[src/inc/fpam_pkg.sv]
// Shared constants and types for the front-panel attenuation menu controller.
package fpam_pkg;

  // Clock rate and printed times.
  localparam int unsigned CLK_HZ = 100_000_000;
  localparam int unsigned DEB_MS = 10;
  localparam int unsigned STEP_MS = 1000;
  localparam int unsigned IDLE_SHORT_S = 12;
  localparam int unsigned IDLE_LONG_S = 30;

  // Cycle counts derived from the times above.
  localparam int unsigned DEB_CYC = DEB_MS * (CLK_HZ / 1000);
  localparam int unsigned STEP_CYC = STEP_MS * (CLK_HZ / 1000);
  localparam int unsigned IDLE_SHORT_CYC = IDLE_SHORT_S * CLK_HZ;
  localparam int unsigned IDLE_LONG_CYC = IDLE_LONG_S * CLK_HZ;

  // Gain is held as attenuation in 0.5 dB units: 20 is -10.0 dB, 140 is -70.0 dB.
  localparam logic [7:0] ATT_MIN = 8'h14;
  localparam logic [7:0] ATT_MAX = 8'h8c;
  localparam logic [7:0] ATT_DEF = 8'h14;
  localparam logic [5:0] OFF_MAX = 6'h3c;
  localparam logic [4:0] ADDR_MAX = 5'h1f;

  // Menu items, cursor positions and the version shown at power-up.
  localparam logic [2:0] ITEM_AUX0 = 3'h4;
  localparam logic [2:0] ITEM_REMOTE = 3'h4;
  localparam logic [2:0] ITEM_IFACE = 3'h5;
  localparam logic [2:0] ITEM_ADDR = 3'h6;
  localparam logic [2:0] ITEM_LAST = 3'h7;
  localparam logic [1:0] CUR_GAIN = 2'h0;
  localparam logic [1:0] CUR_OFF = 2'h1;
  localparam logic [1:0] CUR_R_CH = 2'h2;
  localparam logic [1:0] CUR_R_AUX = 2'h1;
  localparam logic [7:0] SW_VERSION = 8'h01; // Arbitrary value.

  typedef enum logic [2:0] {ST_LOAD, ST_LAMP, ST_VER, ST_GAINS, ST_RUN, ST_MENU, ST_SAVE} fpam_state_t;

  typedef struct packed {
    logic menu;
    logic left;
    logic right;
    logic up;
    logic down;
  } fpam_keys_t;

  typedef struct packed {
    logic [7:0] att;
    logic [5:0] off;
  } fpam_chan_t;

  typedef struct packed {
    fpam_chan_t [3:0] ch;
    logic remote_en;
    logic iface_sel;
    logic [4:0] bus_addr;
    logic net_rst_arm;
  } fpam_set_t;

  localparam fpam_chan_t CHAN_DEF = '{att: ATT_DEF, off: 6'h00};
  localparam fpam_set_t SET_DEF = '{ch: {4{CHAN_DEF}}, remote_en: 1'b0, iface_sel: 1'b0,
                                    bus_addr: 5'h00, net_rst_arm: 1'b0};

  typedef struct packed {
    logic level;
    logic [31:0] cnt;
    logic press;
  } fpam_deb_t;

  typedef struct packed {
    fpam_state_t st;
    logic [2:0] item;
    logic [1:0] cur;
    logic ans;
    fpam_set_t set;
    fpam_set_t snap;
    logic [31:0] tmr;
    logic nv_wr;
    logic net_rst;
    logic [1:0] f_s1;
    logic [1:0] f_s2;
    logic alarm;
  } fpam_top_t;

endpackage

[src/logic/fpam_debounce.sv]
// Switch debouncer that turns a settled closure into a one-cycle press event.
`timescale 1ns/1ps
module fpam_debounce
  import fpam_pkg::*;
#(
  parameter int unsigned DEB_CYCLES = DEB_CYC
)
(
  // Clock, reset and enable.
  input wire logic clk,
  input wire logic rst_n,
  input wire logic ce,
  // Raw switch level and press event.
  input wire logic raw,
  output logic press
);

  fpam_deb_t q;
  fpam_deb_t d;

  // The level is only accepted after it has been stable for the whole window, so contact chatter is ignored.
  always_comb
  begin
    d = q;
    d.press = 1'b0;
    if (raw != q.level)
    begin
      d.cnt = q.cnt + 32'd1;
      if (q.cnt >= DEB_CYCLES - 32'd1)
      begin
        d.level = raw;
        d.cnt = '0;
        d.press = raw;
      end
    end
    else
    begin
      d.cnt = '0;
    end
  end

  // State register, frozen while the clock enable is low.
  always_ff @(posedge clk)
  begin
    if (!rst_n)
      q <= '0;
    else if (ce)
      q <= d;
  end

  assign press = q.press;

  property p_press_once;
    @(posedge clk) disable iff (!rst_n) (ce && q.press) |=> !q.press;
  endproperty
  a_press_once: assert property (p_press_once) else $error("Press event lasted more than one cycle.");

endmodule

[src/logic/fpam_menu.sv]
// Front-panel menu controller for a four-channel step attenuator.
// Overview of operation
// - Menus run channels one to four, remote, interface, address, network reset, then save.
// - Edits start with a select press and are stored only when confirmed at save prompt.
// - About 12 seconds without switch activity outside channel editing abandons the edit session.
// - Saved settings live in nonvolatile storage and are reloaded at power-up.
// - Power-up shows all segments, then version, then channel gains, then runs.
// - Horizontal switch moves the edit cursor one position left or right.
// - Vertical switch raises or lowers a numeric value being edited.
// - Vertical switch toggles non-numeric items whichever way it is moved.
// - Channel gain stays between -10.0 dB and -70.0 dB.
// - Each vertical actuation on gain changes it by 0.5 dB.
// - Channel offset ranges from 0 to 60 in 1 dB steps.
// - A changed offset immediately updates that channel's displayed gain.
// - Gain edits act on the attenuator at once; stored only after yes at save.
// - Yes at the save prompt stores; no restores pre-session settings.
// - About 30 seconds idle during gain/offset editing discards unsaved edits.
// - Within a channel menu the horizontal switch moves between gain and offset.
// - Select advances to next item; select on the return marker opens save prompt.
// - Alarm LED lights when either twelve-volt attenuator supply is out of range.
`timescale 1ns/1ps
module fpam_menu
  import fpam_pkg::*;
#(
  parameter int unsigned DEB_CYCLES = DEB_CYC,
  parameter int unsigned STEP_CYCLES = STEP_CYC,
  parameter int unsigned IDLE_SHORT_CYCLES = IDLE_SHORT_CYC,
  parameter int unsigned IDLE_LONG_CYCLES = IDLE_LONG_CYC
)
(
  // Clock, reset and enable.
  input wire logic clk,
  input wire logic rst_n,
  input wire logic ce,
  // Front-panel switches, raw levels, high while operated.
  input wire fpam_keys_t sw_raw,
  // Supply fault inputs, high while the rail is out of range.
  input wire logic fault_pos12,
  input wire logic fault_neg12,
  // Nonvolatile storage.
  output logic nv_rd_req,
  input wire logic nv_rd_valid,
  input wire fpam_set_t nv_rd_data,
  output logic nv_wr_en,
  output fpam_set_t nv_wr_data,
  // Attenuator drive and auxiliary settings.
  output logic [3:0][7:0] atten_code,
  output logic remote_en,
  output logic iface_sel,
  output logic [4:0] bus_addr,
  output logic net_reset_pulse,
  // Display and indicators.
  output fpam_state_t disp_mode,
  output logic [2:0] disp_item,
  output logic [1:0] disp_cursor,
  output logic disp_answer,
  output logic [7:0] disp_version,
  output logic [3:0][8:0] disp_gain,
  output logic alarm_led
);

  fpam_top_t q;
  fpam_top_t d;
  logic [4:0] press;
  fpam_keys_t key;
  logic any_key;
  logic [1:0] c;
  logic [1:0] rpos;
  logic [31:0] lim;
  logic idle_hit;
  logic step_done;

  // One debouncer per switch.
  for (genvar i = 0; i < 5; i++)
  begin : g_deb
    fpam_debounce #(.DEB_CYCLES(DEB_CYCLES)) u_deb (
      .clk(clk),
      .rst_n(rst_n),
      .ce(ce),
      .raw(sw_raw[i]),
      .press(press[i])
    );
  end

  assign key = fpam_keys_t'(press);
  assign any_key = |press;

  // Helper terms for the sequencer.
  always_comb
  begin
    c = q.item[1:0];
    rpos = (q.item < ITEM_AUX0) ? CUR_R_CH : CUR_R_AUX;
    // Channel editing gets the longer grace period; everything else the shorter one.
    lim = (q.st == ST_MENU && q.item < ITEM_AUX0) ? IDLE_LONG_CYCLES : IDLE_SHORT_CYCLES;
    idle_hit = !any_key && (q.tmr >= lim - 32'd1);
    step_done = q.tmr >= STEP_CYCLES - 32'd1;
  end

  // Next-state logic for the menu sequencer, settings and alarm.
  always_comb
  begin
    d = q;
    d.nv_wr = 1'b0;
    d.net_rst = 1'b0;
    // Fault inputs pass two flops before the alarm flop.
    d.f_s1 = {fault_pos12, fault_neg12};
    d.f_s2 = q.f_s1;
    d.alarm = |q.f_s2;
    // Any press restarts the inactivity timer; it saturates so it never wraps into a false timeout.
    if (any_key)
      d.tmr = '0;
    else if (q.tmr != 32'hffffffff)
      d.tmr = q.tmr + 32'd1;
    unique case (q.st)
      ST_LOAD:
      begin
        if (nv_rd_valid)
        begin
          d.set = nv_rd_data;
          // A corrupted record must not drive an illegal attenuation.
          for (int k = 0; k < 4; k++)
          begin
            if (nv_rd_data.ch[k].att < ATT_MIN || nv_rd_data.ch[k].att > ATT_MAX || nv_rd_data.ch[k].off > OFF_MAX)
              d.set.ch[k] = CHAN_DEF;
          end
          d.set.net_rst_arm = 1'b0;
          d.st = ST_LAMP;
          d.tmr = '0;
        end
      end
      ST_LAMP, ST_VER, ST_GAINS:
      begin
        if (step_done)
        begin
          d.tmr = '0;
          d.st = (q.st == ST_LAMP) ? ST_VER : ((q.st == ST_VER) ? ST_GAINS : ST_RUN);
        end
      end
      ST_RUN:
      begin
        if (key.menu)
        begin
          d.snap = q.set;
          d.st = ST_MENU;
          d.item = 3'h0;
          d.cur = CUR_GAIN;
        end
      end
      ST_MENU:
      begin
        if (idle_hit)
        begin
          d.set = q.snap;
          d.st = ST_RUN;
        end
        else if (key.menu)
        begin
          if (q.cur == rpos || q.item == ITEM_LAST)
          begin
            d.st = ST_SAVE;
            d.ans = 1'b0;
          end
          else
          begin
            d.item = q.item + 3'h1;
            d.cur = CUR_GAIN;
          end
        end
        else if (key.right)
        begin
          if (q.cur < rpos)
            d.cur = q.cur + 2'h1;
        end
        else if (key.left)
        begin
          if (q.cur != 2'h0)
            d.cur = q.cur - 2'h1;
        end
        else if (key.up || key.down)
        begin
          // Edits land in the live settings at once, so the attenuator follows gain edits.
          if (q.item < ITEM_AUX0 && q.cur == CUR_GAIN)
          begin
            if (key.up && q.set.ch[c].att > ATT_MIN)
              d.set.ch[c].att = q.set.ch[c].att - 8'h01;
            else if (!key.up && q.set.ch[c].att < ATT_MAX)
              d.set.ch[c].att = q.set.ch[c].att + 8'h01;
          end
          else if (q.item < ITEM_AUX0 && q.cur == CUR_OFF)
          begin
            if (key.up && q.set.ch[c].off < OFF_MAX)
              d.set.ch[c].off = q.set.ch[c].off + 6'h01;
            else if (!key.up && q.set.ch[c].off != 6'h00)
              d.set.ch[c].off = q.set.ch[c].off - 6'h01;
          end
          else if (q.cur == CUR_GAIN && q.item == ITEM_ADDR)
          begin
            if (key.up && q.set.bus_addr < ADDR_MAX)
              d.set.bus_addr = q.set.bus_addr + 5'h01;
            else if (!key.up && q.set.bus_addr != 5'h00)
              d.set.bus_addr = q.set.bus_addr - 5'h01;
          end
          else if (q.cur == CUR_GAIN && q.item == ITEM_REMOTE)
            d.set.remote_en = !q.set.remote_en;
          else if (q.cur == CUR_GAIN && q.item == ITEM_IFACE)
            d.set.iface_sel = !q.set.iface_sel;
          else if (q.cur == CUR_GAIN && q.item == ITEM_LAST)
            d.set.net_rst_arm = !q.set.net_rst_arm;
        end
      end
      ST_SAVE:
      begin
        if (idle_hit)
        begin
          d.set = q.snap;
          d.st = ST_RUN;
        end
        else if (key.menu)
        begin
          d.st = ST_RUN;
          if (q.ans)
          begin
            d.nv_wr = 1'b1;
            d.net_rst = q.set.net_rst_arm;
            d.set.net_rst_arm = 1'b0;
          end
          else
            d.set = q.snap;
        end
        else if (key.up || key.down)
          d.ans = !q.ans;
      end
      default:
        d.st = ST_LOAD;
    endcase
  end

  // State register, frozen while the clock enable is low.
  always_ff @(posedge clk)
  begin
    if (!rst_n)
    begin
      q <= '0;
      q.set <= SET_DEF;
      q.snap <= SET_DEF;
    end
    else if (ce)
      q <= d;
  end

  // Outputs, all but the version taken from the state register.
  always_comb
  begin
    for (int k = 0; k < 4; k++)
    begin
      atten_code[k] = q.set.ch[k].att;
      disp_gain[k] = {1'b0, q.set.ch[k].att} + {2'b00, q.set.ch[k].off, 1'b0};
    end
  end

  assign nv_rd_req = (q.st == ST_LOAD);
  assign nv_wr_en = q.nv_wr;
  assign nv_wr_data = q.set;
  assign remote_en = q.set.remote_en;
  assign iface_sel = q.set.iface_sel;
  assign bus_addr = q.set.bus_addr;
  assign net_reset_pulse = q.net_rst;
  assign disp_mode = q.st;
  assign disp_item = q.item;
  assign disp_cursor = q.cur;
  assign disp_answer = q.ans;
  assign disp_version = SW_VERSION;
  assign alarm_led = q.alarm;

  property p_gain_range;
    @(posedge clk) disable iff (!rst_n) q.set.ch[0].att >= ATT_MIN && q.set.ch[0].att <= ATT_MAX
      && q.set.ch[3].att >= ATT_MIN && q.set.ch[3].att <= ATT_MAX;
  endproperty
  a_gain_range: assert property (p_gain_range) else $error("Channel gain left its range.");

  property p_gain_step;
    @(posedge clk) disable iff (!rst_n)
      (ce && q.st == ST_MENU && q.item < ITEM_AUX0 && q.cur == CUR_GAIN && key.up && !key.menu
       && !key.left && !key.right && q.set.ch[c].att > ATT_MIN)
      |=> q.set.ch[$past(c)].att == $past(q.set.ch[c].att) - 8'h01;
  endproperty
  a_gain_step: assert property (p_gain_step) else $error("Gain did not rise by one half-dB step.");

  property p_off_disp;
    @(posedge clk) disable iff (!rst_n)
      (ce && q.st == ST_MENU && q.item == 3'h0 && q.cur == CUR_OFF && key.up && !key.menu
       && !key.left && !key.right && q.set.ch[0].off < OFF_MAX)
      |=> disp_gain[0] == $past(disp_gain[0]) + 9'h002;
  endproperty
  a_off_disp: assert property (p_off_disp) else $error("Displayed gain did not follow offset.");

  property p_off_range;
    @(posedge clk) disable iff (!rst_n) q.set.ch[1].off <= OFF_MAX && q.set.ch[2].off <= OFF_MAX;
  endproperty
  a_off_range: assert property (p_off_range) else $error("Offset exceeded its maximum.");

  property p_save_no;
    @(posedge clk) disable iff (!rst_n)
      (ce && q.st == ST_SAVE && key.menu && !q.ans) |=> (q.set == $past(q.snap)) && !nv_wr_en && q.st == ST_RUN;
  endproperty
  a_save_no: assert property (p_save_no) else $error("Declined save did not restore settings.");

  property p_wr_cause;
    @(posedge clk) disable iff (!rst_n) nv_wr_en |-> $past(q.st) == ST_SAVE && $past(q.ans) && $past(key.menu);
  endproperty
  a_wr_cause: assert property (p_wr_cause) else $error("Storage written without a confirmed save.");

  property p_enter_menu;
    @(posedge clk) disable iff (!rst_n)
      (q.st == ST_MENU && $past(q.st) != ST_MENU) |-> $past(q.st) == ST_RUN && $past(key.menu);
  endproperty
  a_enter_menu: assert property (p_enter_menu) else $error("Menu entered without a select press.");

  property p_return_save;
    @(posedge clk) disable iff (!rst_n)
      (ce && q.st == ST_MENU && key.menu && q.cur == rpos) |=> q.st == ST_SAVE && !q.ans;
  endproperty
  a_return_save: assert property (p_return_save) else $error("Return marker did not open save prompt.");

  property p_cursor_right;
    @(posedge clk) disable iff (!rst_n)
      (ce && q.st == ST_MENU && key.right && !key.menu && q.cur < rpos) |=> q.cur == $past(q.cur) + 2'h1;
  endproperty
  a_cursor_right: assert property (p_cursor_right) else $error("Cursor did not move right.");

  property p_alarm;
    @(posedge clk) disable iff (!rst_n) (ce && fault_pos12)[*3] |=> alarm_led;
  endproperty
  a_alarm: assert property (p_alarm) else $error("Alarm missed a supply fault.");

endmodule

[config.mk]
export PLATFORM = sky130hd
export DESIGN_NAME = fpam_menu
export DESIGN_NICKNAME = d
export VERILOG_FILES = /design/src/inc/fpam_pkg.sv /design/src/logic/fpam_debounce.sv /design/src/logic/fpam_menu.sv
export SDC_FILE = /design/constraint.sdc
export NUM_CORES = 1
export LEC_CHECK = 0
export ABC_AREA = 1
export BUFFER_PORTS_ARGS = -buffer_cell sky130_fd_sc_hd__buf_2
export CORE_MARGIN = 3
export CORE_UTILIZATION = 50
export CTS_CLUSTER_SIZE = 12
export DETAILED_ROUTE_END_ITERATION = 8
export PLACE_DENSITY_LB_ADDON = 0.05
export SKIP_LAST_GASP = 1
export SYNTH_ARGS = -nofsm -noshare
export SYNTH_HDL_FRONTEND = slang
export SYNTH_HIERARCHICAL = 1
export SYNTH_SLANG_ARGS = --single-unit
[constraint.sdc]
create_clock -name clk -period 3.4 [get_ports clk]
set_input_delay 0.51 -clock clk [delete_from_list [all_inputs] [get_ports clk]]
set_output_delay 0.51 -clock clk [all_outputs]
set_load 0.1 [all_outputs]
==> flow_summary_export.csv <==
group,metric,value,unit
logic_synthesis,yosysWarnings,6,
routing,totalWireLength,74.3,mm
cts,clk_pin_slew,0.06,ns
timing,finClkSkew,0.0187,ns
logic_synthesis,synth_edf_count,0,
worst_setup_path,cp-end-kind,"primary output",
placement,dp_hpwl,53.9,mm
die,pin_count,235,
hold_path,whs_endpoint,"d[2]",
timing,worst_pin_slew,1.13,ns
routing,vias,23700,
global_route,grt_start_max_net_pins,110,
worst_setup_path,cp-start-kind,"flop",
die,die_h,220,µm
placement,dp.cells,4211,
timing,period_share,0.966,
die,initial_core_util,0.511,
timing,fin_crit,3.28,ns
cts,cts_tree,"yes",
worst_setup_path,crit_type,"flop to primary output",
die,dieArea,0.0483,mm²
global_route,antenna_found_initial,6,
timing,slew_headroom,0.247,
logic_synthesis,ys.flop_type,"dfxtp_1",
logic_synthesis,syn-instance-count,3592,
routing,drc,0,
worst_setup_path,worst_ep_required_time,2.89,ns
cts,clockBufferDepth,3,
worst_setup_path,reg2reg_setup_slack,0.22,ns
global_route,grt_pass1_vias,21000,
routing,wl_per_cell,17.3,µm
logic_synthesis,synth_cell_type_count,49,
power_and_ir_drop,p_leak,10.9,nW
hold_path,hold_path.class,"input port to flop",
routing,vias_per_cell,5.52,
hold_path,min_from,"fault_pos12",
cts,numClockSinks,346,
routing,antenna_left,0,
routing,drt_pass1_iterations,9,
cts,numCtsBuffers,42,
worst_setup_path,critPathMaxFanout,4,
worst_setup_path,ff2ff_path_depth,19,
timing,hold_violations,0,
worst_setup_path,cp.arrival,2.77,ns
timing,report.final.slew_viol_count,0,
timing,setup_viol,0,
logic_synthesis,synth-seq-cells,346,
logic_synthesis,syn_avg_cell_area,6.37,µm²
final_layout,layoutNonFillerInstCount,4293,
global_route,grt_pass1_wl,115,mm
final_layout,area_growth_syn_to_layout,11.0,%
final_layout,nets,3805,
logic_synthesis,syn_area,0.0229,mm²
power_and_ir_drop,irDropWorstVdd,0.730,mV
die,core,0.0447,mm²
die,rows,77,
logic_synthesis,synth-seq-area-share,0.303,
global_route,overflow,0,
cts,cts_root_buf,"clkbuf_16",
routing,drt_iter0_drc,1989,
placement,place_congestion,0.961,
timing,fmax,304,MHz
die,die_width,220,µm
outcome,status,"finished clean",
power_and_ir_drop,powerDensity,543,mW/mm²
placement,port_buffers,225,
cts,htree_levels,2,
global_route,track_usage,0.296,
job,max-cap-violations,0,
worst_setup_path,r2r-end,"atten_code[14]",
logic_synthesis,async_reset_ff_frac,0,
worst_setup_path,r2r-start,"disp_mode[0]",
cts,clk_latency,0.58,ns
final_layout,drive_gt1_frac,0.131,
power_and_ir_drop,fin_total_pwr,13.8,mW
hold_path,hold_depth,3,
## worst max-delay path, stage by stage (launching register included)
cell and delay, ns:
dfxtp_1 0.41, ha_1 0.32, inv_1 0.11, fa_1 0.42, o21ai_1 0.23, a21oi_1 0.10
o21ai_1 0.20, xor2_2 0.16, buf_6 0.24
## cell type report
class                   instances  area (µm²)
fillers                      4411       19300
repair buffers                310        1940
well taps                     592         741
clock inverters                19         193
clock buffers                  53        1170
inverters                     360        1350
diodes                          4        10.0
flip-flops and latches        346        6930
multi-input cells            2609       13000
## how the worst max path moves through the flow
| stage | startpoint | end | cells past startpoint |
|---|---|---|---|
| 2_1_floorplan | atten_code[1] | disp_gain[5] | 5 |
| 3_3_place_gp | disp_mode[0] | atten_code[2] | 20 |
| 3_5_place_dp | disp_mode[0] | atten_code[2] | 20 |
| 4_1_cts | nv_wr_data[22] | disp_gain[16] | 8 |
| 5_1_grt | disp_mode[0] | nv_wr_data[23] | 19 |
| 6_report | nv_wr_data[36] | disp_gain[25] | 8 |
## metrics by stage
| step | worst slack [ns] | area (µm²) | utilization | hold WS, ns | TNS [ns] |
|---|---|---|---|---|---|
| final | 0.115 | 25400 | 0.568 | 0.157 | 0 |
| after global routing | -0.0227 | 25400 | 0.567 | 0.176 | -0.0902 |
| after CTS | -0.0668 | 25300 | 0.566 | 0.128 | -0.0668 |
| after detailed placement | 0.180 | 23900 | 0.535 | 0.434 | 0 |
| after global placement | 0.233 | 23900 | 0.535 | 0.428 | 0 |
| after floorplan | 0.217 | 22900 | - | 0.420 | 0 |
## timing repair
action,4_1_cts,5_1_grt
gates resized for setup,8,10
hold buffers,0,0
gates cloned,0,0
pin swaps,0,2
setup buffers,0,6
setup endpoints to repair,4,65
## cells in the mapped netlist, types with 3 or more instances
cell type | instances | share of area
a21oi_1 | 284 | 0.062
a21oi_2 | 13 | 0.0050
buf_1 | 4 | 0.00066
buf_2 | 29 | 0.0063
buf_4 | 134 | 0.044
buf_6 | 8 | 0.0039
clkbuf_1 | 108 | 0.018
clkinv_1 | 5 | 0.00082
dfxtp_1 | 346 | 0.30
fa_1 | 5 | 0.0044
ha_1 | 56 | 0.031
inv_1 | 342 | 0.056
inv_2 | 13 | 0.0021
nand2_1 | 958 | 0.16
nand2_2 | 8 | 0.0022
nand2_4 | 5 | 0.0025
nand3_1 | 243 | 0.053
nand3_2 | 12 | 0.0053
nand3_4 | 6 | 0.0046
nand3b_1 | 9 | 0.0030
nand4_1 | 146 | 0.040
nor2_1 | 375 | 0.062
nor2_2 | 18 | 0.0049
nor2_4 | 6 | 0.0030
nor3_1 | 106 | 0.023
nor4_1 | 13 | 0.0036
o2111ai_1 | 8 | 0.0031
o211ai_1 | 35 | 0.011
o21ai_0 | 145 | 0.032
o21ai_1 | 17 | 0.0037
o21bai_1 | 10 | 0.0033
o22ai_1 | 3 | 0.00082
or2_2 | 10 | 0.0027
xnor2_1 | 25 | 0.0096
xor2_1 | 68 | 0.026
## registers in the layout, indices dropped and copies added (netlist names), 2 cells and up
name and count:
nv_wr_data 25, d 2, atten_code 32, bus_addr 5
disp_cursor 2, disp_mode 3, g_deb.u_deb/q 165, disp_item 3
q 98, g_deb.u_deb/press 5
## layout by cell type (no fill, tap or decap), drive strengths merged
cell type / n
nand2: 971
nor2: 399
inv: 355
dfxtp: 346
buf: 308
a21oi: 297
nand3: 261
o21ai: 163
nand4: 146
nor3: 106
xor2: 68
ha: 56
clkbuf: 55
o211ai: 35
xnor2: 25
clkinv: 21
nor4: 13
o21bai: 10
or2: 10
nand3b: 9
o2111ai: 8
conb: 8
fa: 5
diode: 4
o22ai: 3
bufinv: 3
a211oi: 2
a2bb2oi: 2
a31oi: 2
o41ai: 2
o31ai: 1
o31a: 1
and2: 1
o211a: 1
o21a: 1
a21boi: 1
nor3b: 1
a32oi: 1
## where the power goes
part / internal (mW) / switching, mW
registers: 4.20 / 0.249
clock network: 2.66 / 1.85
logic: 0.854 / 3.95
total: 7.71 / 6.05
## cell families after synthesis
kind of cell	synth area share
buffers and inverters	0.132
AOI/OAI and AO/OA	0.127
adders and majority gates	0.0350
other	0.000328
and+or+nand+nor	0.367
xor gates and xnor gates	0.0356
DFF	0.303
## per-layer routing
layer  global-route usage  share of wire  up-vias
met1                0.406           0.44    10900
met5                    0        0.00035        -
met2                0.477           0.45      886
met4               0.0977          0.032        4
li1                     -              -    11800
met3               0.0456          0.076      137
Note: power is estimated with default switching activity, not from simulation.
